## src/srt_pkg.sv

```systemverilog
// Package of register map, field positions, reset values and timing counts for the split reload timer
package srt_pkg;

   // ****************************************************************
   // Bus geometry
   // ****************************************************************
   localparam int unsigned SRT_ADDR_W  = 8;              // Byte address width seen by the slave
   localparam int unsigned SRT_DATA_W  = 32;             // Wishbone data width
   localparam int unsigned SRT_BYTE_W  = 8;              // Width of every timer register

   // ****************************************************************
   // Register byte offsets, one aligned word each
   // ****************************************************************
   localparam logic [7:0] SRT_OFF_CTRL   = 8'h00;        // timer_control_reg
   localparam logic [7:0] SRT_OFF_CLKCTL = 8'h04;        // clock_control_reg plus interrupt enable
   localparam logic [7:0] SRT_OFF_RLL    = 8'h08;        // reload_low_byte
   localparam logic [7:0] SRT_OFF_RLH    = 8'h0C;        // reload_high_byte
   localparam logic [7:0] SRT_OFF_CNTL   = 8'h10;        // count_low_byte
   localparam logic [7:0] SRT_OFF_CNTH   = 8'h14;        // count_high_byte

   // ****************************************************************
   // Field positions in timer_control_reg
   // ****************************************************************
   localparam int unsigned SRT_CT_HOVF  = 7;             // high_overflow_flag
   localparam int unsigned SRT_CT_LOVF  = 6;             // low_overflow_flag
   localparam int unsigned SRT_CT_LIEN  = 5;             // low_byte_irq_enable
   localparam int unsigned SRT_CT_CAPEN = 4;             // capture_mode_enable
   localparam int unsigned SRT_CT_SPLIT = 3;             // split_mode_bit
   localparam int unsigned SRT_CT_RUN   = 2;             // run_control_bit
   localparam int unsigned SRT_CT_XCLK  = 0;             // external_clock_select

   // ****************************************************************
   // Field positions in clock control register
   // ****************************************************************
   localparam int unsigned SRT_CK_HSEL  = 7;             // high_byte_clock_select
   localparam int unsigned SRT_CK_LSEL  = 6;             // low_byte_clock_select
   localparam int unsigned SRT_CK_TIEN  = 0;             // Timer interrupt enable

   // Writable bits of each control register; others read zero
   localparam logic [7:0] SRT_CTRL_MASK   = 8'hFD;       // Bit 1 is unused
   localparam logic [7:0] SRT_CLKCTL_MASK = 8'hC1;

   // ****************************************************************
   // Reset values
   // ****************************************************************
   localparam logic [7:0] SRT_RST_BYTE = 8'h00;          // All count, reload and control bytes
   localparam logic [7:0] SRT_ALL_ONES = 8'hFF;          // Byte value that wraps on next tick

   // ****************************************************************
   // Prescaler counts
   // ****************************************************************
   localparam int unsigned SRT_SYS_DIV = 12;             // system_clock divided by 12
   localparam int unsigned SRT_EXT_DIV = 8;              // External oscillator divided by 8
   localparam logic [3:0] SRT_SYS_DIV_LAST = 4'(SRT_SYS_DIV - 1);
   localparam logic [2:0] SRT_EXT_DIV_HALF = 3'(SRT_EXT_DIV / 2);

endpackage : srt_pkg

```

## src/srt_tick_gen.sv

```systemverilog
// Count-source tick generator: divide by 12 and synchronised external oscillator divide by 8
`timescale 1ns/1ps

module srt_tick_gen
   import srt_pkg::*;
(
   input  wire logic clock,                              // System clock
   input  wire logic rst_n,                              // Synchronous reset, active low
   input  wire logic ext_osc,                            // Raw external oscillator
   output logic      sys12_tick,                         // One pulse every 12 clocks
   output logic      ext8_tick                           // Pulse on each falling edge of osc/8
);

   // ****************************************************************
   // Divide by 12 prescaler
   // ****************************************************************
   logic [3:0] div12_q;                                  // Cycle counter 0..11

   // Free running so every divided timer shares one phase
   always_ff @(posedge clock) begin
      if (!rst_n) begin
         div12_q <= 4'h0;
      end else if (div12_q == SRT_SYS_DIV_LAST) begin
         div12_q <= 4'h0;
      end else begin
         div12_q <= div12_q + 4'h1;
      end
   end

   assign sys12_tick = (div12_q == SRT_SYS_DIV_LAST);

   // ****************************************************************
   // External oscillator synchroniser and divide by 8
   // ****************************************************************
   logic       sync1_q;                                  // First stage, read only by sync2_q
   logic       sync2_q;                                  // Second stage, safe to use
   logic       sync3_q;                                  // Delayed copy for edge detect
   logic [2:0] div8_q;                                   // Counts oscillator rising edges
   logic       div8_msb_q;                               // Delayed divided clock

   // Two flops before any logic looks at the oscillator
   always_ff @(posedge clock) begin
      if (!rst_n) begin
         sync1_q <= 1'b0;
         sync2_q <= 1'b0;
         sync3_q <= 1'b0;
      end else begin
         sync1_q <= ext_osc;
         sync2_q <= sync1_q;
         sync3_q <= sync2_q;
      end
   end

   // Oscillator must be below half the system clock or edges drop
   always_ff @(posedge clock) begin
      if (!rst_n) begin
         div8_q     <= 3'h0;
         div8_msb_q <= 1'b0;
      end else begin
         if (sync2_q && !sync3_q) begin
            div8_q <= div8_q + 3'h1;
         end
         div8_msb_q <= div8_q[2];
      end
   end

   // Falling edge of the divided clock
   assign ext8_tick = div8_msb_q && !div8_q[2] && (SRT_EXT_DIV_HALF != 3'h0);

endmodule : srt_tick_gen

```

## src/srt_timer.sv

```systemverilog
// Split reload timer with external oscillator capture and Wishbone register slave
`timescale 1ns/1ps

// How it works
// - Two bytes form one 16-bit counter, two modes
// - Sources: clock, clock/12, synchronised oscillator/8
// - Split bit clear gives one 16-bit timer
// - 16-bit wrap reloads and sets high flag
// - Interrupt on each 16-bit overflow when enabled
// - Low enable adds low byte wrap interrupt
// - Split mode: two 8-bit bytes, own reloads
// - Split mode: run bit gates high byte only
// - Per byte select: clock, else clock/12 or osc/8
// - Split mode: each byte wrap sets its flag
// - Split interrupt: high, or either with enable
// - Flags clear only by software writing zero
// - Capture: low byte counts clock or clock/12 only
// - Osc/8 falling edge copies count, sets flag
// - Capture enable bit switches capture on
// - Low byte wrap sets low flag always
module srt_timer
   import srt_pkg::*;
(
   input  wire logic                  clock,             // System clock, 125 MHz
   input  wire logic                  rst_n,             // Synchronous reset, active low
   input  wire logic                  ext_osc,           // External oscillator input
   input  wire logic                  wb_cyc_i,          // Wishbone cycle
   input  wire logic                  wb_stb_i,          // Wishbone strobe
   input  wire logic                  wb_we_i,           // Wishbone write enable
   input  wire logic [SRT_ADDR_W-1:0] wb_adr_i,          // Wishbone byte address
   input  wire logic [3:0]            wb_sel_i,          // Wishbone byte selects
   input  wire logic [SRT_DATA_W-1:0] wb_dat_i,          // Wishbone write data
   output logic      [SRT_DATA_W-1:0] wb_dat_o,          // Wishbone read data
   output logic                       wb_ack_o,          // Wishbone acknowledge
   output logic                       timer_irq          // Level interrupt request
);

   // ****************************************************************
   // Storage
   // ****************************************************************
   logic [7:0] ctrl_q;                                   // timer_control_reg
   logic [7:0] clkctl_q;                                 // Clock selects and interrupt enable
   logic [7:0] rll_q;                                    // reload_low_byte
   logic [7:0] rlh_q;                                    // reload_high_byte
   logic [7:0] cntl_q;                                   // count_low_byte
   logic [7:0] cnth_q;                                   // count_high_byte
   logic [SRT_DATA_W-1:0] rdata_q;                       // Registered read data
   logic       ack_q;                                    // Registered acknowledge

   // ****************************************************************
   // Decode helpers
   // ****************************************************************
   // Write strike on one register, low lane only
   function automatic logic wr_hit(input logic [7:0] adr, input logic [7:0] off,
                                   input logic req, input logic we, input logic lane0);
      wr_hit = req && we && lane0 && (adr == off);
   endfunction

   logic req_new;                                        // Fresh access not yet acknowledged
   logic wr_ctrl;                                        // Write strikes per register
   logic wr_clk;
   logic wr_rll;
   logic wr_rlh;
   logic wr_cntl;
   logic wr_cnth;

   assign req_new = wb_cyc_i && wb_stb_i && !ack_q;
   assign wr_ctrl = wr_hit(wb_adr_i, SRT_OFF_CTRL, req_new, wb_we_i, wb_sel_i[0]);
   assign wr_clk  = wr_hit(wb_adr_i, SRT_OFF_CLKCTL, req_new, wb_we_i, wb_sel_i[0]);
   assign wr_rll  = wr_hit(wb_adr_i, SRT_OFF_RLL, req_new, wb_we_i, wb_sel_i[0]);
   assign wr_rlh  = wr_hit(wb_adr_i, SRT_OFF_RLH, req_new, wb_we_i, wb_sel_i[0]);
   assign wr_cntl = wr_hit(wb_adr_i, SRT_OFF_CNTL, req_new, wb_we_i, wb_sel_i[0]);
   assign wr_cnth = wr_hit(wb_adr_i, SRT_OFF_CNTH, req_new, wb_we_i, wb_sel_i[0]);

   // ****************************************************************
   // Count sources
   // ****************************************************************
   logic sys12_tick;                                     // Clock/12 pulse
   logic ext8_tick;                                      // Oscillator/8 falling edge pulse

   srt_tick_gen u_ticks (
      .clock      (clock),
      .rst_n      (rst_n),
      .ext_osc    (ext_osc),
      .sys12_tick (sys12_tick),
      .ext8_tick  (ext8_tick)
   );

   // Select table shared by both bytes
   function automatic logic pick_tick(input logic fast, input logic xclk,
                                      input logic t12, input logic t8);
      if (fast) begin
         pick_tick = 1'b1;                               // Every system clock
      end else if (xclk) begin
         pick_tick = t8;
      end else begin
         pick_tick = t12;
      end
   endfunction

   logic split;                                          // Split mode active
   logic run;                                            // Run control
   logic capture;                                        // Capture mode active
   logic tick_l;                                         // Low byte source pulse
   logic tick_h;                                         // High byte source pulse

   assign split   = ctrl_q[SRT_CT_SPLIT];
   assign run     = ctrl_q[SRT_CT_RUN];
   assign capture = ctrl_q[SRT_CT_CAPEN];

   // Capture mode measures the oscillator, so the low byte never counts it
   assign tick_l = capture
                   ? pick_tick(clkctl_q[SRT_CK_LSEL], 1'b0, sys12_tick, ext8_tick)
                   : pick_tick(clkctl_q[SRT_CK_LSEL], ctrl_q[SRT_CT_XCLK], sys12_tick, ext8_tick);
   assign tick_h = pick_tick(clkctl_q[SRT_CK_HSEL], ctrl_q[SRT_CT_XCLK], sys12_tick, ext8_tick);

   // ****************************************************************
   // Advance and wrap decisions
   // ****************************************************************
   logic adv_l;                                          // Low byte steps this cycle
   logic adv_h;                                          // High byte steps this cycle
   logic wrap_l;                                         // Low byte steps while at 0xFF
   logic wrap_h;                                         // High byte or full word wraps
   logic cap_evt;                                        // Capture event

   always_comb begin
      if (split) begin
         adv_l = tick_l;
         adv_h = run && tick_h;
      end else begin
         adv_l = run && tick_l;
         adv_h = run && tick_l && (cntl_q == SRT_ALL_ONES);
      end
   end

   assign wrap_l  = adv_l && (cntl_q == SRT_ALL_ONES);
   assign wrap_h  = adv_h && (cnth_q == SRT_ALL_ONES);
   assign cap_evt = capture && ext8_tick;

   // ****************************************************************
   // Count bytes; a software write wins over counting
   // ****************************************************************
   always_ff @(posedge clock) begin
      if (!rst_n) begin
         cntl_q <= SRT_RST_BYTE;
      end else if (wr_cntl) begin
         cntl_q <= wb_dat_i[7:0];
      end else if (split && wrap_l) begin
         cntl_q <= rll_q;
      end else if (!split && wrap_h) begin
         cntl_q <= rll_q;
      end else if (adv_l) begin
         cntl_q <= cntl_q + 8'h01;
      end
   end

   always_ff @(posedge clock) begin
      if (!rst_n) begin
         cnth_q <= SRT_RST_BYTE;
      end else if (wr_cnth) begin
         cnth_q <= wb_dat_i[7:0];
      end else if (wrap_h) begin
         cnth_q <= rlh_q;
      end else if (adv_h) begin
         cnth_q <= cnth_q + 8'h01;
      end
   end

   // ****************************************************************
   // Reload bytes; capture overrides a same-cycle write
   // ****************************************************************
   always_ff @(posedge clock) begin
      if (!rst_n) begin
         rll_q <= SRT_RST_BYTE;
         rlh_q <= SRT_RST_BYTE;
      end else begin
         if (cap_evt) begin
            rll_q <= cntl_q;
         end else if (wr_rll) begin
            rll_q <= wb_dat_i[7:0];
         end
         if (cap_evt) begin
            rlh_q <= cnth_q;
         end else if (wr_rlh) begin
            rlh_q <= wb_dat_i[7:0];
         end
      end
   end

   // ****************************************************************
   // Control registers; hardware set beats software clear
   // ****************************************************************
   logic set_h;                                          // High flag set event
   logic set_l;                                          // Low flag set event

   assign set_h = wrap_h || cap_evt;
   assign set_l = wrap_l;

   always_ff @(posedge clock) begin
      if (!rst_n) begin
         ctrl_q <= SRT_RST_BYTE;
      end else begin
         if (wr_ctrl) begin
            ctrl_q <= wb_dat_i[7:0] & SRT_CTRL_MASK;
         end
         if (set_h) begin
            ctrl_q[SRT_CT_HOVF] <= 1'b1;
         end
         if (set_l) begin
            ctrl_q[SRT_CT_LOVF] <= 1'b1;
         end
      end
   end

   always_ff @(posedge clock) begin
      if (!rst_n) begin
         clkctl_q <= SRT_RST_BYTE;
      end else if (wr_clk) begin
         clkctl_q <= wb_dat_i[7:0] & SRT_CLKCTL_MASK;
      end
   end

   // ****************************************************************
   // Interrupt request from sticky flags
   // ****************************************************************
   // Same form serves both modes: low flag only counts with its enable
   assign timer_irq = clkctl_q[SRT_CK_TIEN]
                      && (ctrl_q[SRT_CT_HOVF]
                          || (ctrl_q[SRT_CT_LIEN] && ctrl_q[SRT_CT_LOVF]));

   // ****************************************************************
   // Wishbone answer: one wait cycle, unmapped reads give zero
   // ****************************************************************
   always_ff @(posedge clock) begin
      if (!rst_n) begin
         ack_q <= 1'b0;
      end else begin
         ack_q <= req_new;
      end
   end

   always_ff @(posedge clock) begin
      if (!rst_n) begin
         rdata_q <= 32'h0000_0000;
      end else if (req_new && !wb_we_i) begin
         case (wb_adr_i)
            SRT_OFF_CTRL:   rdata_q <= {24'h00_0000, ctrl_q};
            SRT_OFF_CLKCTL: rdata_q <= {24'h00_0000, clkctl_q};
            SRT_OFF_RLL:    rdata_q <= {24'h00_0000, rll_q};
            SRT_OFF_RLH:    rdata_q <= {24'h00_0000, rlh_q};
            SRT_OFF_CNTL:   rdata_q <= {24'h00_0000, cntl_q};
            SRT_OFF_CNTH:   rdata_q <= {24'h00_0000, cnth_q};
            default:        rdata_q <= 32'h0000_0000;
         endcase
      end
   end

   assign wb_ack_o = ack_q;
   assign wb_dat_o = rdata_q;

endmodule : srt_timer

```

## config.mk

```make
export PLATFORM = sky130hd
export DESIGN_NAME = srt_timer
export DESIGN_NICKNAME = d
export VERILOG_FILES = /design/src/srt_pkg.sv /design/src/srt_tick_gen.sv /design/src/srt_timer.sv
export SDC_FILE = /design/constraint.sdc
export NUM_CORES = 1
export LEC_CHECK = 0
export BUFFER_PORTS_ARGS = -buffer_cell sky130_fd_sc_hd__buf_2
export CAP_MARGIN = 20
export CORE_MARGIN = 8
export CORE_UTILIZATION = 56
export DETAILED_ROUTE_END_ITERATION = 10
export GPL_ROUTABILITY_DRIVEN = 0
export GPL_TIMING_DRIVEN = 1
export PLACE_DENSITY = 0.89
export SYNTH_ARGS = -nofsm -noshare
export SYNTH_HDL_FRONTEND = slang
export SYNTH_SLANG_ARGS = --single-unit
```

## constraint.sdc

```tcl
create_clock -name clock -period 6.1 [get_ports clock]
set_clock_uncertainty 0.2 [all_clocks]
set_input_delay 1.525 -clock clock [delete_from_list [all_inputs] [get_ports clock]]
set_output_delay 1.525 -clock clock [all_outputs]
set_load 0.005 [all_outputs]
```

==> results.cfg <==
[logic_synthesis]
synth_edf_count = 0
synth.top_cell.area_share = 0.339
yosysSeqAreaShare = 0.339
ys_ff_latch = 62
yosysWarnings = 0
yosysTopAreaCell = dfxtp_1
syn_inst = 408
syn_area_per_cell_sq_um = 8.97
synth_area_sq_mm = 0.00366
synthDistinctLibCells = 65
synth_common_cells = dfxtp_1, mux2i_1, nor2_1, o21ai_0, buf_4
ys.flop_type = dfxtp_1
async_flop_share = 0
yosysMostFrequentCell = dfxtp_1
synth.area.top_cells = dfxtp_1, mux2i_1, buf_4

[final_layout]
finalNetCount = 487
multiInputGateArea_sq_mm = 0.00219
area_growth_pct = 9.40
antenna_cells = 0
fill_cells = 508
drive_above_1_share = 0.171
seqCellArea_sq_mm = 0.00124

[timing]
fin_setup_tns_ns = 0
finalCritPeriodShare = 0.564
slew_headroom = 0.448
slew_violations = 0
tightestPinTransition_ns = 0.822
rsz0062_at_grt = no
finalHoldViolCount = 0
finalCriticalPeriod_ns = 3.44
fin_ws_ns = 2.66
final-setup-viol-count = 0
fmax_mhz = 291

[worst_setup_path]
cp-end-kind = flop
crit_arrival_ns = 3.47
cp_max_fo = 8
crit_type = in -> reg
critPathLaunchType = input pin
cp.required_ns = 6.13

[clocking]
cts_hold_buffers = 0
cts_setup_buffers = 0
htree_levels = 3
cts_root_buffer = clkbuf_8
clkSlewWorstSetupHoldPaths_ns = 0.07
cts.path.max_buffers = 2
cts_tree = yes
cts.sinks = 62
clk_latency_ns = 0.34
numCtsBuffers = 9
cts_resized = 0

[place]
dp_slack_ns = 2.30
hpwl_mm = 7.18
port_buffers = 32

[floorplanning]
dieArea_sq_mm = 0.00938
die_h_um = 96.9
ios = 84
core_area_sq_mm = 0.00635
start_util = 0.577
rows = 29
die_x_um = 96.9

[drt]
drtIter0Drc = 361
drtAntennaViolNets = 0
num_vias = 3325
routed_wl_mm = 10.1
wl_per_cell_um = 19.5
drc = 0
post_drt_via_cell_ratio = 6.46
drt_pre_antenna_iters = 5

[global_route]
grt_start_max_net_pins = 34
grt_pass1_vias = 3254
grt_usage = 0.214
grt_first_pass_wirelength_mm = 16.6
gr-total-overflow = 0
antenna_found_initial = 0

[worst_hold_path]
hp-class = reg -> reg

[power_and_ir_drop]
ir_drop_uv = 195
powerDensity_mw_per_mm2 = 230
p_leak_nw = 1.66

[job]
maxCapViolCount = 0

[status]
outcome = complete, no violations
-- logic make-up after synthesis --
logic type                 share of synthesized area
AOI/OAI and AO/OA                              0.181
xor gates and xnor gates                      0.0287
adders and majority gates                     0.0137
buffers and inverters                         0.0871
DFF                                            0.339
muxes                                          0.160
other                                        0.00102
and+or+nand+nor                                0.189
-- layout make-up --
| cell class | instances | area share |
|---|---|---|
| Inverter | 15 | 0.0141 |
| Tap cell | 77 | 0.0241 |
| Clock inverter | 3 | 0.0225 |
| Clock buffer | 13 | 0.0397 |
| Multi-Input combinational cell | 312 | 0.546 |
| Timing Repair Buffer | 33 | 0.0437 |
| Sequential cell | 62 | 0.310 |
-- stage by stage --
step / utilization / instances / cell area, sq um / hold WS (ns) / total power [mW]
4_1_cts: 0.628 / 514 / 3990 / 0.250 / 0.922
5_1_grt: 0.631 / 515 / 4010 / 0.257 / 0.949
3_3_place_gp: 0.589 / 498 / 3740 / 0.228 / 0.470
6_report: 0.631 / 515 / 4010 / 0.246 / 0.922
3_5_place_dp: 0.589 / 498 / 3740 / 0.234 / 0.472
2_1_floorplan: - / 431 / 3750 / 0.212 / 0.463
-- cell usage in the layout (no fill, tap or decap), types with 4 or more instances in the layout --
master    Yosys  routed
a211oi_1      5       5
a21oi_1      22      22
a22oi_1       8       8
and2_1        7       7
buf_2         5      32
clkbuf_8      0      11
conb_1        1      24
dfxtp_1      62      62
ha_1          4       4
inv_1        14      14
mux2_2        6       6
mux2i_1      45      45
nand2_1      20      20
nand2b_1      4       4
nand3_1       7       7
nand4_1       4       4
nor2_1       34      34
nor3_1        8       8
nor4_1        4       4
o21ai_0      30      30
o22ai_1       8       8
xnor2_1       8       8
xor2_1        4       4
-- metal layers --
metal	share of wire	up-vias	global-route usage	routed length, um
li1	-	1500	-	-
met1	0.40	1558	0.258	3990
met2	0.45	212	0.322	4540
met3	0.10	55	0.0661	1010
met4	0.050	0	0.137	506
met5	0	-	0	0
-- worst max-delay path, cell delays in order --
cell and delay, ns:
buf_2 0.11, or4_4 0.56, nor3_4 0.26, nand4b_1 0.58, mux2i_1 0.34, a21oi_1 0.10
-- worst paths after layout --
| check | from | end | slack [ns] | cells past startpoint |
|---|---|---|---|---|
| setup / recovery | wb_adr_i[1] | rll_q[7]$_SDFFE_PN0P_ | 2.66 | 6 |
| hold / removal | u_ticks.sync1_q$_SDFF_PN0_ | u_ticks.sync2_q$_SDFF_PN0_ | 0.25 | 1 |
| setup reg to reg | u_ticks.div12_q[0]$_SDFF_PP0_ | cntl_q[4]$_SDFFE_PN0P_ | 3.52 | 6 |
| hold reg to reg | u_ticks.sync1_q$_SDFF_PN0_ | u_ticks.sync2_q$_SDFF_PN0_ | 0.25 | 1 |
-- sequential cells by signal, summed over array words and instances, names as in the netlist --
name	cells
wb_dat_o	8
u_ticks.div8_msb_q	1
ctrl_q	7
u_ticks.sync1_q	1
cntl_q	8
u_ticks.sync3_q	1
u_ticks.div12_q	4
rlh_q	8
rll_q	8
wb_ack_o	1
clkctl_q	3
u_ticks.div8_q	3
cnth_q	8
u_ticks.sync2_q	1
-- power by group --
part	total, mW	leakage (nW)	switching, mW	internal (mW)
combinational	0.0529	1.03	0.0350	0.0179
sequential	0.412	0.501	0.00272	0.409
clock	0.457	0.124	0.163	0.294
Note: power is estimated with default switching activity, not from simulation.
